## src/shared/apcc_map.svh

```systemverilog
// Constants for the converter power and setup-word control block
`ifndef APCC_MAP_SVH
`define APCC_MAP_SVH

// ****************************************
// Serial word layout
// ****************************************
`define APCC_WORD_BITS 16
`define APCC_SETUP_HI 15
`define APCC_SETUP_LO 11
`define APCC_CFG_SETUP_CODE 5'h10
`define APCC_CFG_RESET 11'h000

// ****************************************
// Setup word field positions
// ****************************************
`define APCC_REFERENCE_SOURCE_SELECT_BIT 10
`define APCC_AVERAGING_ENABLE_BIT 9
`define APCC_AVERAGING_COUNT_HI 8
`define APCC_AVERAGING_COUNT_LO 7
`define APCC_REPEAT_RESULT_COUNT_HI 6
`define APCC_REPEAT_RESULT_COUNT_LO 5
`define APCC_SPM_HI 4
`define APCC_SPM_LO 3

// ****************************************
// Mode codes
// ****************************************
`define APCC_SPM_FULL 2'h1
`define APCC_SPM_PARTIAL 2'h2
`define APCC_PM_AUTO_OFF 2'h1
`define APCC_PM_STANDBY 2'h2

// ****************************************
// Timing
// ****************************************
`define APCC_WAKE_DISCARD 2'h2

`endif

```

## src/shared/apcc_pkg.sv

```systemverilog
// Types for the converter power and setup-word control block
package apcc_pkg;
  typedef enum logic {
    PS_ON,
    PS_DOWN
  } apcc_power_state_t;
  typedef logic [10:0] apcc_cfg_t;
  typedef logic [15:0] apcc_word_t;
endpackage

```

## src/shared/apcc_word_if.sv

```systemverilog
// Carrier for received serial words and frame edges
`timescale 1ns/1ns
`default_nettype none
interface apcc_word_if;
  apcc_pkg::apcc_word_t word;
  logic word_valid;
  logic frame_start;
  logic frame_end;
  modport rx (
    output word,
    output word_valid,
    output frame_start,
    output frame_end
  );
  modport ctl (
    input word,
    input word_valid,
    input frame_start,
    input frame_end
  );
endinterface
`default_nettype wire

```

## src/design/apcc_serial_rx.sv

```systemverilog
// Three-wire serial word receiver framed by chip select
`timescale 1ns/1ns
`default_nettype none
`include "apcc_map.svh"
module apcc_serial_rx (
  input wire logic clock_in,
  input wire logic rst_in,
  input wire logic chip_select_n_in,
  input wire logic serial_clock_in,
  input wire logic serial_data_in,
  apcc_word_if.rx link
);
  // ****************************************
  // Pin synchronisers
  // ****************************************
  logic cs_meta_reg;
  logic cs_sync_reg;
  logic cs_prev_reg;
  logic sclk_meta_reg;
  logic sclk_sync_reg;
  logic sclk_prev_reg;
  logic din_meta_reg;
  logic din_sync_reg;

  always_ff @(posedge clock_in) begin
    if (rst_in) begin
      cs_meta_reg <= 1'b1;
      cs_sync_reg <= 1'b1;
      cs_prev_reg <= 1'b1;
      sclk_meta_reg <= 1'b0;
      sclk_sync_reg <= 1'b0;
      sclk_prev_reg <= 1'b0;
      din_meta_reg <= 1'b0;
      din_sync_reg <= 1'b0;
    end else begin
      cs_meta_reg <= chip_select_n_in;
      cs_sync_reg <= cs_meta_reg;
      cs_prev_reg <= cs_sync_reg;
      sclk_meta_reg <= serial_clock_in;
      sclk_sync_reg <= sclk_meta_reg;
      sclk_prev_reg <= sclk_sync_reg;
      din_meta_reg <= serial_data_in;
      din_sync_reg <= din_meta_reg;
    end
  end

  // ****************************************
  // Shift and frame edges
  // ****************************************
  logic sclk_rise;
  logic cs_fall;
  logic cs_rise;
  logic [4:0] count_reg;
  apcc_pkg::apcc_word_t shift_reg;

  assign sclk_rise = sclk_sync_reg && !sclk_prev_reg;
  assign cs_fall = !cs_sync_reg && cs_prev_reg;
  assign cs_rise = cs_sync_reg && !cs_prev_reg;

  // Extra clocks keep the last sixteen bits; a short frame yields no word
  always_ff @(posedge clock_in) begin
    if (rst_in) begin
      shift_reg <= 16'h0000;
      count_reg <= 5'h00;
    end else if (cs_fall) begin
      count_reg <= 5'h00;
    end else if (!cs_sync_reg && sclk_rise) begin
      shift_reg <= {shift_reg[14:0], din_sync_reg};
      if (count_reg != 5'(`APCC_WORD_BITS)) begin
        count_reg <= count_reg + 5'h01;
      end
    end
  end

  always_ff @(posedge clock_in) begin
    if (rst_in) begin
      link.word <= 16'h0000;
      link.word_valid <= 1'b0;
      link.frame_start <= 1'b0;
      link.frame_end <= 1'b0;
    end else begin
      link.word <= shift_reg;
      link.word_valid <= cs_rise && (count_reg == 5'(`APCC_WORD_BITS));
      link.frame_start <= cs_fall;
      link.frame_end <= cs_rise;
    end
  end
endmodule
`default_nettype wire

```

## src/design/apcc_top.sv

```systemverilog
// Power management and setup-word register of the converter
`timescale 1ns/1ns
`default_nettype none
`include "apcc_map.svh"
module apcc_top (
  input wire logic clock_in,
  input wire logic rst_in,
  input wire logic chip_select_n_in,
  input wire logic serial_clock_in,
  input wire logic serial_data_in,
  input wire logic convert_start_pin_n_in,
  input wire logic internal_clock_mode_in,
  input wire logic repeat_mode_in,
  input wire logic [1:0] auto_power_mode_in,
  input wire logic software_convert_bit_in,
  input wire logic conversion_done_in,
  output logic core_power_on_out,
  output logic bias_power_on_out,
  output logic reference_power_on_out,
  output logic conversion_valid_out,
  output logic reference_differential_out,
  output logic averaging_active_out,
  output logic [5:0] conversions_per_result_out,
  output logic [4:0] repeat_result_count_out,
  output logic [10:0] setup_word_out
);
  // ****************************************
  // Helpers
  // ****************************************
  function automatic logic [5:0] avg_conversions(input logic avg_on, input logic [1:0] code);
    logic [5:0] n;
    n = 6'h01;
    if (avg_on) begin
      n = 6'(6'h04 << code);
    end
    return n;
  endfunction

  function automatic logic [4:0] repeat_results(input logic [1:0] code);
    return 5'({3'h0, code} + 5'h01) << 2;
  endfunction

  // ****************************************
  // Serial receiver
  // ****************************************
  apcc_word_if word_bus ();

  apcc_serial_rx u_rx (
    .clock_in(clock_in),
    .rst_in(rst_in),
    .chip_select_n_in(chip_select_n_in),
    .serial_clock_in(serial_clock_in),
    .serial_data_in(serial_data_in),
    .link(word_bus.rx)
  );

  // ****************************************
  // Setup register
  // ****************************************
  apcc_pkg::apcc_cfg_t cfg_reg;
  logic cfg_hit;

  assign cfg_hit = word_bus.word[`APCC_SETUP_HI:`APCC_SETUP_LO] == `APCC_CFG_SETUP_CODE;

  // Only reset and a matching word touch it; power state never does
  always_ff @(posedge clock_in) begin
    if (rst_in) begin
      cfg_reg <= `APCC_CFG_RESET;
    end else if (word_bus.word_valid && cfg_hit) begin
      cfg_reg <= word_bus.word[10:0];
    end
  end

  logic [1:0] static_mode;
  logic static_full;
  logic static_partial;
  logic avg_on;

  assign static_mode = cfg_reg[`APCC_SPM_HI:`APCC_SPM_LO];
  assign static_full = static_mode == `APCC_SPM_FULL;
  assign static_partial = static_mode == `APCC_SPM_PARTIAL;
  assign avg_on = cfg_reg[`APCC_AVERAGING_ENABLE_BIT] && internal_clock_mode_in;

  // ****************************************
  // Convert start pin synchroniser
  // ****************************************
  logic cnv_meta_reg;
  logic cnv_sync_reg;
  logic cnv_prev_reg;
  logic cnv_fall;

  always_ff @(posedge clock_in) begin
    if (rst_in) begin
      cnv_meta_reg <= 1'b1;
      cnv_sync_reg <= 1'b1;
      cnv_prev_reg <= 1'b1;
    end else begin
      cnv_meta_reg <= convert_start_pin_n_in;
      cnv_sync_reg <= cnv_meta_reg;
      cnv_prev_reg <= cnv_sync_reg;
    end
  end

  assign cnv_fall = !cnv_sync_reg && cnv_prev_reg;

  // ****************************************
  // Automatic power sequencing
  // ****************************************
  apcc_pkg::apcc_power_state_t state_reg;
  apcc_pkg::apcc_power_state_t state_next;
  logic auto_mode;
  logic ext_auto;
  logic int_auto;
  logic arm_reg;
  logic wake;
  logic sleep;

  // Code 11 is unused and behaves as normal
  assign auto_mode = (auto_power_mode_in == `APCC_PM_AUTO_OFF) ||
                     (auto_power_mode_in == `APCC_PM_STANDBY);
  assign ext_auto = auto_mode && !internal_clock_mode_in;
  assign int_auto = auto_mode && internal_clock_mode_in;

  // The first frame to end in this mode arms; the one after it powers down
  always_ff @(posedge clock_in) begin
    if (rst_in) begin
      arm_reg <= 1'b0;
    end else if (!ext_auto) begin
      arm_reg <= 1'b0;
    end else if (word_bus.frame_end) begin
      arm_reg <= 1'b1;
    end
  end

  always_comb begin
    sleep = 1'b0;
    wake = 1'b0;
    if (ext_auto) begin
      sleep = word_bus.frame_end && arm_reg;
      wake = word_bus.frame_start;
    end else if (int_auto) begin
      sleep = conversion_done_in;
      wake = cnv_fall || (word_bus.frame_end && software_convert_bit_in);
    end else begin
      wake = 1'b1;
    end
  end

  always_comb begin
    state_next = state_reg;
    unique case (state_reg)
      apcc_pkg::PS_ON: begin
        if (sleep) begin
          state_next = apcc_pkg::PS_DOWN;
        end
      end
      apcc_pkg::PS_DOWN: begin
        if (wake) begin
          state_next = apcc_pkg::PS_ON;
        end
      end
    endcase
  end

  always_ff @(posedge clock_in) begin
    if (rst_in) begin
      state_reg <= apcc_pkg::PS_ON;
    end else begin
      state_reg <= state_next;
    end
  end

  // ****************************************
  // Wake discard counter
  // ****************************************
  logic [1:0] discard_reg;
  logic conv_event;
  logic woke;

  assign conv_event = internal_clock_mode_in ? conversion_done_in : word_bus.frame_end;
  assign woke = (state_reg == apcc_pkg::PS_DOWN) && (state_next == apcc_pkg::PS_ON) && auto_mode;

  // Counts conversions, not clocks, so the settle time follows the host's pace
  always_ff @(posedge clock_in) begin
    if (rst_in) begin
      discard_reg <= 2'h0;
    end else if (woke) begin
      discard_reg <= `APCC_WAKE_DISCARD;
    end else if (conv_event && discard_reg != 2'h0) begin
      discard_reg <= discard_reg - 2'h1;
    end
  end

  // ****************************************
  // Power and setup outputs
  // ****************************************
  logic core_next;
  logic bias_next;

  always_comb begin
    core_next = (state_reg == apcc_pkg::PS_ON) && !static_full && !static_partial;
    bias_next = 1'b0;
    if (static_full) begin
      bias_next = 1'b0;
    end else if (static_partial) begin
      bias_next = 1'b1;
    end else if (state_reg == apcc_pkg::PS_ON) begin
      bias_next = 1'b1;
    end else begin
      bias_next = auto_power_mode_in == `APCC_PM_STANDBY;
    end
  end

  always_ff @(posedge clock_in) begin
    if (rst_in) begin
      core_power_on_out <= 1'b1;
      bias_power_on_out <= 1'b1;
      reference_power_on_out <= 1'b1;
      conversion_valid_out <= 1'b1;
    end else begin
      core_power_on_out <= core_next;
      bias_power_on_out <= bias_next;
      reference_power_on_out <= core_next || static_partial;
      conversion_valid_out <= core_next && (discard_reg == 2'h0);
    end
  end

  always_ff @(posedge clock_in) begin
    if (rst_in) begin
      reference_differential_out <= 1'b0;
      averaging_active_out <= 1'b0;
      conversions_per_result_out <= 6'h01;
      repeat_result_count_out <= 5'h00;
      setup_word_out <= `APCC_CFG_RESET;
    end else begin
      reference_differential_out <= cfg_reg[`APCC_REFERENCE_SOURCE_SELECT_BIT];
      averaging_active_out <= avg_on;
      conversions_per_result_out <=
        avg_conversions(avg_on, cfg_reg[`APCC_AVERAGING_COUNT_HI:`APCC_AVERAGING_COUNT_LO]);
      repeat_result_count_out <= repeat_mode_in ?
        repeat_results(cfg_reg[`APCC_REPEAT_RESULT_COUNT_HI:`APCC_REPEAT_RESULT_COUNT_LO]) : 5'h00;
      setup_word_out <= cfg_reg;
    end
  end
endmodule
`default_nettype wire

```

## config.mk

```make
export PLATFORM = sky130hd
export DESIGN_NAME = apcc_top
export DESIGN_NICKNAME = d
export VERILOG_FILES = /design/src/shared/apcc_pkg.sv /design/src/shared/apcc_word_if.sv /design/src/design/apcc_serial_rx.sv /design/src/design/apcc_top.sv
export VERILOG_INCLUDE_DIRS = /design/src /design/src/shared
export SDC_FILE = /design/constraint.sdc
export NUM_CORES = 1
export LEC_CHECK = 0
export BUFFER_PORTS_ARGS = -buffer_cell sky130_fd_sc_hd__buf_2
export CORE_ASPECT_RATIO = 0.8
export CORE_MARGIN = 3
export CORE_UTILIZATION = 60
export CTS_CLUSTER_DIAMETER = 40
export DETAILED_ROUTE_END_ITERATION = 8
export PLACE_DENSITY = 0.78
export REMOVE_ABC_BUFFERS = 1
export SETUP_SLACK_MARGIN = 0.1
export SLEW_MARGIN = 10
export SYNTH_ARGS = -nofsm -noshare
export SYNTH_HDL_FRONTEND = slang
export SYNTH_HIERARCHICAL = 1
export SYNTH_SLANG_ARGS = --single-unit
```

## constraint.sdc

```tcl
create_clock -name clock_in -period 4.4 [get_ports clock_in]
set_input_delay 0 -clock clock_in [delete_from_list [all_inputs] [get_ports clock_in]]
set_output_delay 0 -clock clock_in [all_outputs]
set_load 0.01 [all_outputs]
```

==> results.txt, run 1 <==
WL/cell: 12.2 um
count of antenna-violating nets left after detailed routing: 0
Critical Path RT: 4.64 ns
Remaining Overflow, GRT: 0
Post-synth ARST share: 0%
WL final: 4.69 mm
CTS tree: yes
cell taking the most area after synthesis: dfxtp_1
Place WS: 2.56 ns
CP max-delay cell: nor4b_4
worst reg-to-reg path cell count: 2
Synth Register Bits: 90
ys flop type: dfxtp_1
Area growth syn-to-layout: 13.9%
Ant. Diodes: 0
Compound-Gate Fraction of Synth Area: 8.87%
top-area cell type share of the netlist area: 58.3%
most instantiated cells after synthesis: dfxtp_1 (90), nor2b_1 (32), mux2_2 (15)
Gate Count Post-Synth: 278
GRT Total Usage: 16.5%
largest family of logic cells by synthesized area: simple AND/OR/NAND/NOR gates
CP max stage delay: 0.91 ns
DR pass1 iterations: 4
DIE WIDTH: 86.2 um
Sw Pwr: 0.302 mW
postcts setup bufs: 0
largest net degree at the start of global routing: 67
worst vdd ir: 0.000254 V
Synth Area in Adders: 2.67%
CP Launch Type: flip-flop
Post-synth EDFFs: 0
Mapped Area: 3090 sq um
post-synthesis simple-gate area fraction: 17.6%
die area: 6050 sq um
logic gate share of total power: 3.4%
Yosys warnings: 6
Clock Skew: 0.00570 ns
fin nets: 335
hold path depth: 4
portion of netlist area occupied by mux cells: 7.41%
layout cells sized above 1: 25.1%
internal power: 1.08 mW
CORE AREA: 4760 sq um
slew margin rel.: 32.3%
initial core utilization: 64.8%
# rows: 22
antenna violations before repair: 0
# Max-Cap Violations: 0
crit path kind: flip-flop to flip-flop
Fillers: 364
period utilization: 42.5%
dominant cells by area after synthesis: dfxtp_1 (58%), nor2b_1 (6.5%), mux2_2 (5.5%), ha_1 (2.0%), mux2i_1 (1.9%)
HPWL after DPL: 3.10 mm
crit path cell chain: nor4b_4, mux2_2
global-route wire length before repair: 7.78 mm
setup_tns: 0 ns
Setup WS post-layout: 2.53 ns
clock power share: 36.8%
Post-Synth XOR/XNOR Area: 0.284%
Hold Vio Cnt, Final: 0
Vias/cell: 5.11
worst-skew pair later-pin latency: 0.35 ns
# H-tree levels: 3
Worst Hold Class: input pin to flip-flop
top-count cell post-synth: dfxtp_1
fmax: 0.535 GHz
crit path DAT: 2.11 ns
leak pwr: 1.45 nW
# DRC: 0
RePlAce Congestion: 0.819
power share of the sequential group: 59.8%
vias in the first global route: 1744
CTS Buffer Depth: 2
crit path max fanout: 16
die height: 70.2 um
IO Port Bufs: 36
min cycle time layout: 1.87 ns
Avg Inst Size Synth: 11.1 sq um
# IOs: 40
root buffer cell: clkbuf_8
CTS buffer count: 9
Reg clk slew, reported paths: 0.08 ns
Via Count: 1956
Worst-Margin Slew: 1.01 ns
# resized after CTS: 0
run status: finished, final reports clean
PwrDens: 393 nW/um^2
post-synth cell types: 46
crit end category: flip-flop
CTS sink cnt: 90
RSZ-0062 raised after global routing: false
Initial DRC Count: 105
register area share after synthesis: 58.3%
Slew Viols, Final: 0
switching portion of total power: 21.8%
# setup viols final: 0
==> cell families (layout without fill, tap and decap cells) <==
family,after synthesis,in the layout
flops,90,90
simple gates,86,86
compound gates,42,42
buf+inv,30,73
mux,21,21
fa+ha+maj,7,7
other cells,1,3
xor+xnor,1,1
==> stage by stage <==
stage          hold slack [ns]  cell area [sq um]  power [mW]  utilization (%)  std cells
2_1_floorplan           0.0662               3000       0.868                -        263
3_3_place_gp             0.182               3270       0.888             68.7        361
3_5_place_dp             0.185               3270       0.889             68.7        361
4_1_cts                0.00890               3520        1.40             73.9        383
5_1_grt                 0.0352               3520        1.44             73.9        383
6_report                0.0379               3520        1.38             73.9        383
==> cell type report <==
cell class	count	area [sq um]	share of cell area, %
inverters	13	48.8	1.39
flip-flops and latches	90	1800	51.2
clock inverters	5	37.5	1.07
repair buffers	44	255	7.25
well taps	60	75.1	2.13
clock buffers	11	151	4.30
multi-input cells	160	1150	32.6
==> metal layers <==
metal  global-route usage, %  up-vias  wire length [um]
met4                    5.71        0                63
met3                    8.02        8               342
met1                    21.5      869              2320
met5                       0        -                 0
li1                        -     1026                 -
met2                    23.9       53              1960
==> power by group through the flow <==
stage / clock (mW) / combinational [mW] / sequential, mW
5_1_grt: 0.560 / 0.0522 / 0.828
2_1_floorplan: 0 / 0.0213 / 0.846
6_report: 0.509 / 0.0470 / 0.827
3_3_place_gp: 0 / 0.0422 / 0.846
3_5_place_dp: 0 / 0.0429 / 0.846
4_1_cts: 0.529 / 0.0470 / 0.827
==> layout by cell type, fill, tap and decap left out, types with 2 or more instances in the layout <==
cell           count
inv_1             13
o21ai_1            5
nor3_1             2
a21o_1             2
ha_1               5
a221oi_2           2
dlygate4sd3_1      6
mux2_2            15
buf_2             36
a21oi_1           11
nor2b_1           32
nand3_1           11
maj3_1             2
nor4_1             2
or4_4              2
clkbuf_8          11
clkinvlp_4         2
mux2i_1            6
nor3b_1            4
and3b_1            2
dfxtp_1           90
or2_2              5
nand2_1            4
buf_4              2
o211ai_1           6
nor2_1             7
conb_1             3
o21ai_0            9
nand4_1            2
a211o_1            2
and2_1             2
nand2b_1           3
==> repair_timing <==
action,CTS,global route
hold buffers,6,0
hold endpoints to repair,9,0
endpoints found under the setup margin,0,0
==> worst max-delay path, delay by kind of cell (launching register included) <==
family        cells  cell delay [ns]
flops             1             0.42
simple gates      1             0.91
mux               1             0.42
==> path summary, 6_finish.rpt <==
check                     startpoint                 to  slack (ns)
hold / removal    conversion_done_in          state_reg        0.04
hold reg to reg     u_rx/cs_meta_reg   u_rx/cs_sync_reg        0.42
setup reg to reg    u_rx/cs_sync_reg  u_rx/shift_reg[8]        2.53
setup / recovery    u_rx/cs_sync_reg  u_rx/shift_reg[8]        2.53
Note: power is estimated with default switching activity, not from simulation.
==> run 2: changes to the inputs <==
Settings changed: CORE_UTILIZATION 60 to 56, PLACE_DENSITY 0.78 to 0.74.
Clock period 4.4 ns to 2 ns, I/O delays scaled along.
==> run 2 against run 1 <==
  * Sequential power grew 120%
  * Clock-buffer cell count shrank 2
  * Final area grew 1.7%
  * Critical path depth grew 1
  * Maximum frequency grew 10%
  * Sequential share of layout area shrank 0.88 points
  * Clock power grew to 2.6 times the previous value
  * Worst setup slack lost 2.2 ns
  * Die area grew 6.6%
  * Register-to-register slack lost 2.2 ns
  * Clock skew is essentially flat
==> results.txt, run 2 (synthesis gave the netlist of run 1 again) <==
# Max-Cap Violations: 0 (unchanged)
die area: 6450 sq um (+6.6%)
CTS Hold Bufs: 6 (unchanged)
largest net degree at the start of global routing: 36 (-46%)
postcts setup bufs: 0 (unchanged)
# resized after CTS: 0 (unchanged)
# H-tree levels: 3 (unchanged)
capturing point of the worst reg2reg path: u_rx/count_reg[2]
DIE WIDTH: 89.0 um (+3.3%)
min cycle time layout: 1.69 ns (-0.176 ns)
Hold Vio Cnt, Final: 0 (unchanged)
slew margin rel.: 59.0% (+27 points)
Clock Skew: 0.00557 ns (-0.000137 ns)
Reg clk slew, reported paths: 0.09 ns (about the same)
CTS buffer count: 9 (unchanged)
Critical Path RT: 2.27 ns (-2.37 ns)
WHS Endpoint: state_reg
crit path max fanout: 10 (-6)
IO Port Bufs: 36 (unchanged)
Via Count: 1960 (+0.20%)
leak pwr: 1.48 nW (+2.0%)
run status: finished, final reports clean
crit end category: flip-flop
setup_tns: 0 ns (unchanged)
crit path DAT: 1.97 ns (-0.14 ns)
fmax: 0.590 GHz (+10%)
hold path depth: 4 (unchanged)
CTS Buffer Depth: 2 (unchanged)
WL/cell: 12.1 um (-1.5%)
WL final: 4.68 mm (-0.17%)
CTS sink cnt: 90 (unchanged)
crit path kind: flip-flop to flip-flop
layout cells sized above 1: 25.8% (+0.69 points)
fin nets: 338 (+0.90%)
RSZ-0062 raised after global routing: false
global-route wire length before repair: 7.81 mm (+0.44%)
period utilization: 84.7% (+42 points)
Remaining Overflow, GRT: 0 (unchanged)
antenna violations before repair: 0 (unchanged)
root buffer cell: clkbuf_8
GRT Total Usage: 15.9% (-0.59 points)
die height: 72.4 um (+3.2%)
Worst Hold Class: input pin to flip-flop
count of antenna-violating nets left after detailed routing: 0 (unchanged)
Hold Startpoint: conversion_done_in
Vias/cell: 5.05 (-1.1%)
CTS tree: yes
commonest non-fill, non-tap cell in the layout: dfxtp_1
RePlAce Congestion: 0.797 (-2.7%)
# rows: 23 (+4.5%)
HPWL after DPL: 3.04 mm (-2.1%)
r2r startpoint: u_rx/cs_sync_reg
CORE AREA: 5180 sq um (+8.8%)
worst vdd ir: 0.000532 V (+110%)
most frequent cells in the layout: dfxtp_1 (90), buf_2 (36), nor2b_1 (32)
# setup viols final: 0 (unchanged)
Ant. Diodes: 0 (unchanged)
Worst-Margin Slew: 0.615 ns (-0.395 ns)
Initial DRC Count: 88 (-16%)
setup slack, reg-to-reg: 0.31 ns (-2.22 ns)
worst reg-to-reg path cell count: 3 (+1)
worst-skew pair later-pin latency: 0.35 ns (about the same)
overall power: 3.26 mW (+140%)
PwrDens: 910 nW/um^2 (+130%)
Slew Viols, Final: 0 (unchanged)
vias in the first global route: 1788 (+2.5%)
Area growth syn-to-layout: 15.9%
initial core utilization: 59.6% (-5.2 points)
CP Launch Type: flip-flop
# DRC: 0 (unchanged)
# IOs: 40 (unchanged)
DR pass1 iterations: 4 (unchanged)
## run 2: cell count changes in the layout (fill, tap and decap cells not counted)
cell,delta
clkinv_2,-1
clkbuf_8,-2
clkinv_4,+1
buf_4,+3
bufinv_16,+2
## run 2: per-layer routing
| metal | global-route usage, % | share of wire (%) |
|---|---|---|
| met5 | 0 | 0 |
| met4 | 6.45 | 0.92 |
| met3 | 7.38 | 6.8 |
| met2 | 24.4 | 42 |
| met1 | 19.5 | 50 |
## run 2: area by class of cell
class	count	area [sq um]
clock buffers	9	124
clock inverters	7	101
fillers	390	1600
inverters	13	48.8
multi-input cells	160	1150
flip-flops and latches	90	1800
well taps	62	77.6
repair buffers	47	278
## run 2: metrics by stage
| stage | setup slack, ns | cells | hold WS [ns] | utilization, % | instance area (sq um) |
|---|---|---|---|---|---|
| floorplan | 0.387 | 263 | 0.0662 | - | 3000 |
| global placement | 0.381 | 366 | 0.182 | 63.6 | 3290 |
| detailed placement | 0.342 | 366 | 0.185 | 63.6 | 3290 |
| CTS | 0.315 | 388 | 0.0292 | 69.1 | 3580 |
| global route | 0.251 | 388 | 0.0389 | 69.1 | 3580 |
| finish | 0.306 | 388 | 0.0363 | 69.1 | 3580 |
## run 2: report_power, final
group	internal, mW	leakage [nW]	switching, mW
Combinational	0.0492	0.645	0.0588
Sequential	1.81	0.728	0.0102
Clock	0.711	0.106	0.621
Total	2.57	1.48	0.690
## run 2: worst max-delay path by stage
stage                           startpoint                 end
after floorplan           u_rx/cs_sync_reg  u_rx/shift_reg[10]
after global placement    u_rx/cs_sync_reg   u_rx/count_reg[2]
after global routing      u_rx/cs_sync_reg   u_rx/count_reg[2]
after detailed placement  u_rx/cs_sync_reg   u_rx/count_reg[2]
final                     u_rx/cs_sync_reg   u_rx/count_reg[2]
after CTS                 u_rx/cs_sync_reg   u_rx/count_reg[2]
## run 2: worst max-delay path, stage by stage (launching register included)
cell and delay, ns:
dfxtp_1 0.43, or3b_4 0.45, or4_4 0.49, a221oi_2 0.24
==> run 3: changes to the inputs <==
Clock period 2 ns to 1.7 ns, I/O delays scaled along.
==> run 3 against run 2 <==
  * Sequential power rose by 18%
  * Worst setup slack got worse by 0.12 ns
  * Critical path depth did not move
  * Worst hold slack got worse by 0.0078 ns
  * Sequential cell count did not move
  * Utilization rose by 0.65 points
  * Clock power rose by 18%
  * Total power rose by 18%
  * Critical path type unchanged
  * Largest cell class unchanged
  * Highest routed layer unchanged
==> results.txt, run 3 (synthesis gave the netlist of run 1 again) <==
GRT Total Usage: 16.4% (+0.47 points)
# rows: 23 (unchanged)
Vias/cell: 5.05 (about the same)
# IOs: 40 (unchanged)
crit end category: flip-flop
count of antenna-violating nets left after detailed routing: 0 (unchanged)
period utilization: 89.0% (+4.3 points)
fmax: 0.661 GHz (+12%)
Hold Startpoint: conversion_done_in
layout cells sized above 1: 27.1% (+1.4 points)
CP max stage delay: 0.48 ns (about the same)
min cycle time layout: 1.51 ns (-0.181 ns)
Bufs and invs on worst path: 0 (unchanged)
crit path kind: flip-flop to flip-flop
Worst-Margin Slew: 0.767 ns (+0.152 ns)
RePlAce Congestion: 0.841 (+5.6%)
most frequent cells in the layout: dfxtp_1 (87), buf_2 (36), nor2b_1 (32)
DR pass1 iterations: 4 (unchanged)
CTS buffer count: 9 (unchanged)
Placed Instances: 368 (+0.55%)
r2r startpoint: u_rx/sclk_sync_reg
vias in the first global route: 1808 (+1.1%)
logic gate share of total power: 3.4% (about the same)
WL final: 4.75 mm (+1.4%)
# H-tree levels: 3 (unchanged)
post-route cell area: 3610 sq um (+0.94%)
IO Port Bufs: 36 (unchanged)
crit path DAT: 1.78 ns (-0.19 ns)
power share of the sequential group: 55.6% (-0.2 points)
Setup WS post-layout: 0.187 ns (-0.119 ns)
worst-skew pair later-pin latency: 0.35 ns (about the same)
# setup viols final: 0 (unchanged)
internal power: 3.06 mW (+19%)
global-route wire length before repair: 8.02 mm (+2.7%)
# Max-Cap Violations: 0 (unchanged)
crit path max fanout: 4 (-6)
Ant. Diodes: 0 (unchanged)
non-filler cells, final: 390 (+0.52%)
CP top delay family: simple AND/OR/NAND/NOR gates
DIE WIDTH: 89.0 um (unchanged)
run status: finished, final reports clean
largest net degree at the start of global routing: 44 (+22%)
Worst Setup SP: u_rx/sclk_sync_reg
Clock Skew: 0.00651 ns (+0.000941 ns)
crit path cell chain: or3b_4, or4_4, a221oi_2
die height: 72.4 um (unchanged)
Reg clk slew, reported paths: 0.08 ns (about the same)
CP max-delay cell: or4_4
CTS sink cnt: 90 (unchanged)
worst vdd ir: 0.000668 V (+26%)
Remaining Overflow, GRT: 0 (unchanged)
CORE AREA: 5180 sq um (unchanged)
CTS tree: yes
Critical Path RT: 1.97 ns (-0.30 ns)
Worst Hold Class: input pin to flip-flop
WL/cell: 12.2 um (+0.91%)
Place WS: 0.170 ns (-0.172 ns)
Sw Pwr: 0.784 mW (+13%)
CP Launch Type: flip-flop
slew margin rel.: 48.9% (-10 points)
Initial DRC Count: 43 (-51%)
Area growth syn-to-layout: 17.0%
dpl cell area: 3320 sq um (+0.84%)
fin nets: 340 (+0.59%)
Hold Vio Cnt, Final: 0 (unchanged)
CTS Buffer Depth: 2 (unchanged)
Slew Viols, Final: 0 (unchanged)
die area: 6450 sq um (unchanged)
RSZ-0062 raised after global routing: false
PwrDens: 1060 nW/um^2 (+17%)
# DRC: 0 (unchanged)
setup_tns: 0 ns (unchanged)
root buffer cell: clkbuf_8
switching portion of total power: 20.4% (-0.78 points)
commonest non-fill, non-tap cell in the layout: dfxtp_1
clock power share: 41.0% (about the same)
initial core utilization: 59.6% (unchanged)
Via Count: 1969 (+0.46%)
HPWL after DPL: 3.11 mm (+2.4%)
antenna violations before repair: 0 (unchanged)
leak pwr: 1.50 nW (+1.3%)
==> run 3: worst paths after layout <==
kind	endpoint	slack [ns]	cells after the start
hold / removal	state_reg	0.03	4
hold reg to reg	u_rx/cs_sync_reg	0.41	1
setup reg to reg	u_rx/count_reg[2]	0.19	3
setup / recovery	u_rx/count_reg[2]	0.19	3
==> run 3: layout make-up <==
class	instances	area [sq um]
timing repair buffer	49	305
clock inverter	6	90.1
sequential	90	1810
inverter	13	48.8
tap	62	77.6
multi-input combinational	160	1150
clock buffer	10	138
fill	408	1570
==> run 3: routing by layer <==
| metal | GRT usage (%) | wire [um] |
|---|---|---|
| met5 | 0 | 0 |
| met4 | 5.95 | 42 |
| met3 | 7.49 | 321 |
| met2 | 25.8 | 2030 |
| met1 | 19.8 | 2350 |
==> run 3: through the flow <==
step | hold WS, ns | utilization [%] | power, mW
finish | 0.0284 | 69.8 | 3.84
detailed placement | 0.185 | 64.1 | 2.31
global route | 0.0403 | 69.8 | 3.99
global placement | 0.183 | 64.1 | 2.31
CTS | 0.00909 | 69.7 | 3.89
floorplan | 0.0662 | - | 2.25
==> run 3: worst register-to-register path: cells and delay by family (launching register included) <==
kind | cells | cell delay [ns]
AND/OR/NAND/NOR | 2 | 0.86
flip-flops | 1 | 0.34
AO/OA/AOI/OAI | 1 | 0.22
==> run 3: power by group through the flow <==
stage / Clock (mW) / Combinational [mW] / Sequential, mW
finish: 1.57 / 0.131 / 2.14
CTS: 1.62 / 0.132 / 2.14
detailed placement: 0 / 0.121 / 2.19
global placement: 0 / 0.120 / 2.19
global route: 1.70 / 0.148 / 2.14
floorplan: 0 / 0.0551 / 2.19
==> run 3: repair_timing <==
action                                  4_1_cts  5_1_grt
endpoints found under the setup margin        0        1
hold buffers                                  6        0
resized for setup                             0        3
setup buffers                                 0        0
hold endpoints to repair                      9        0
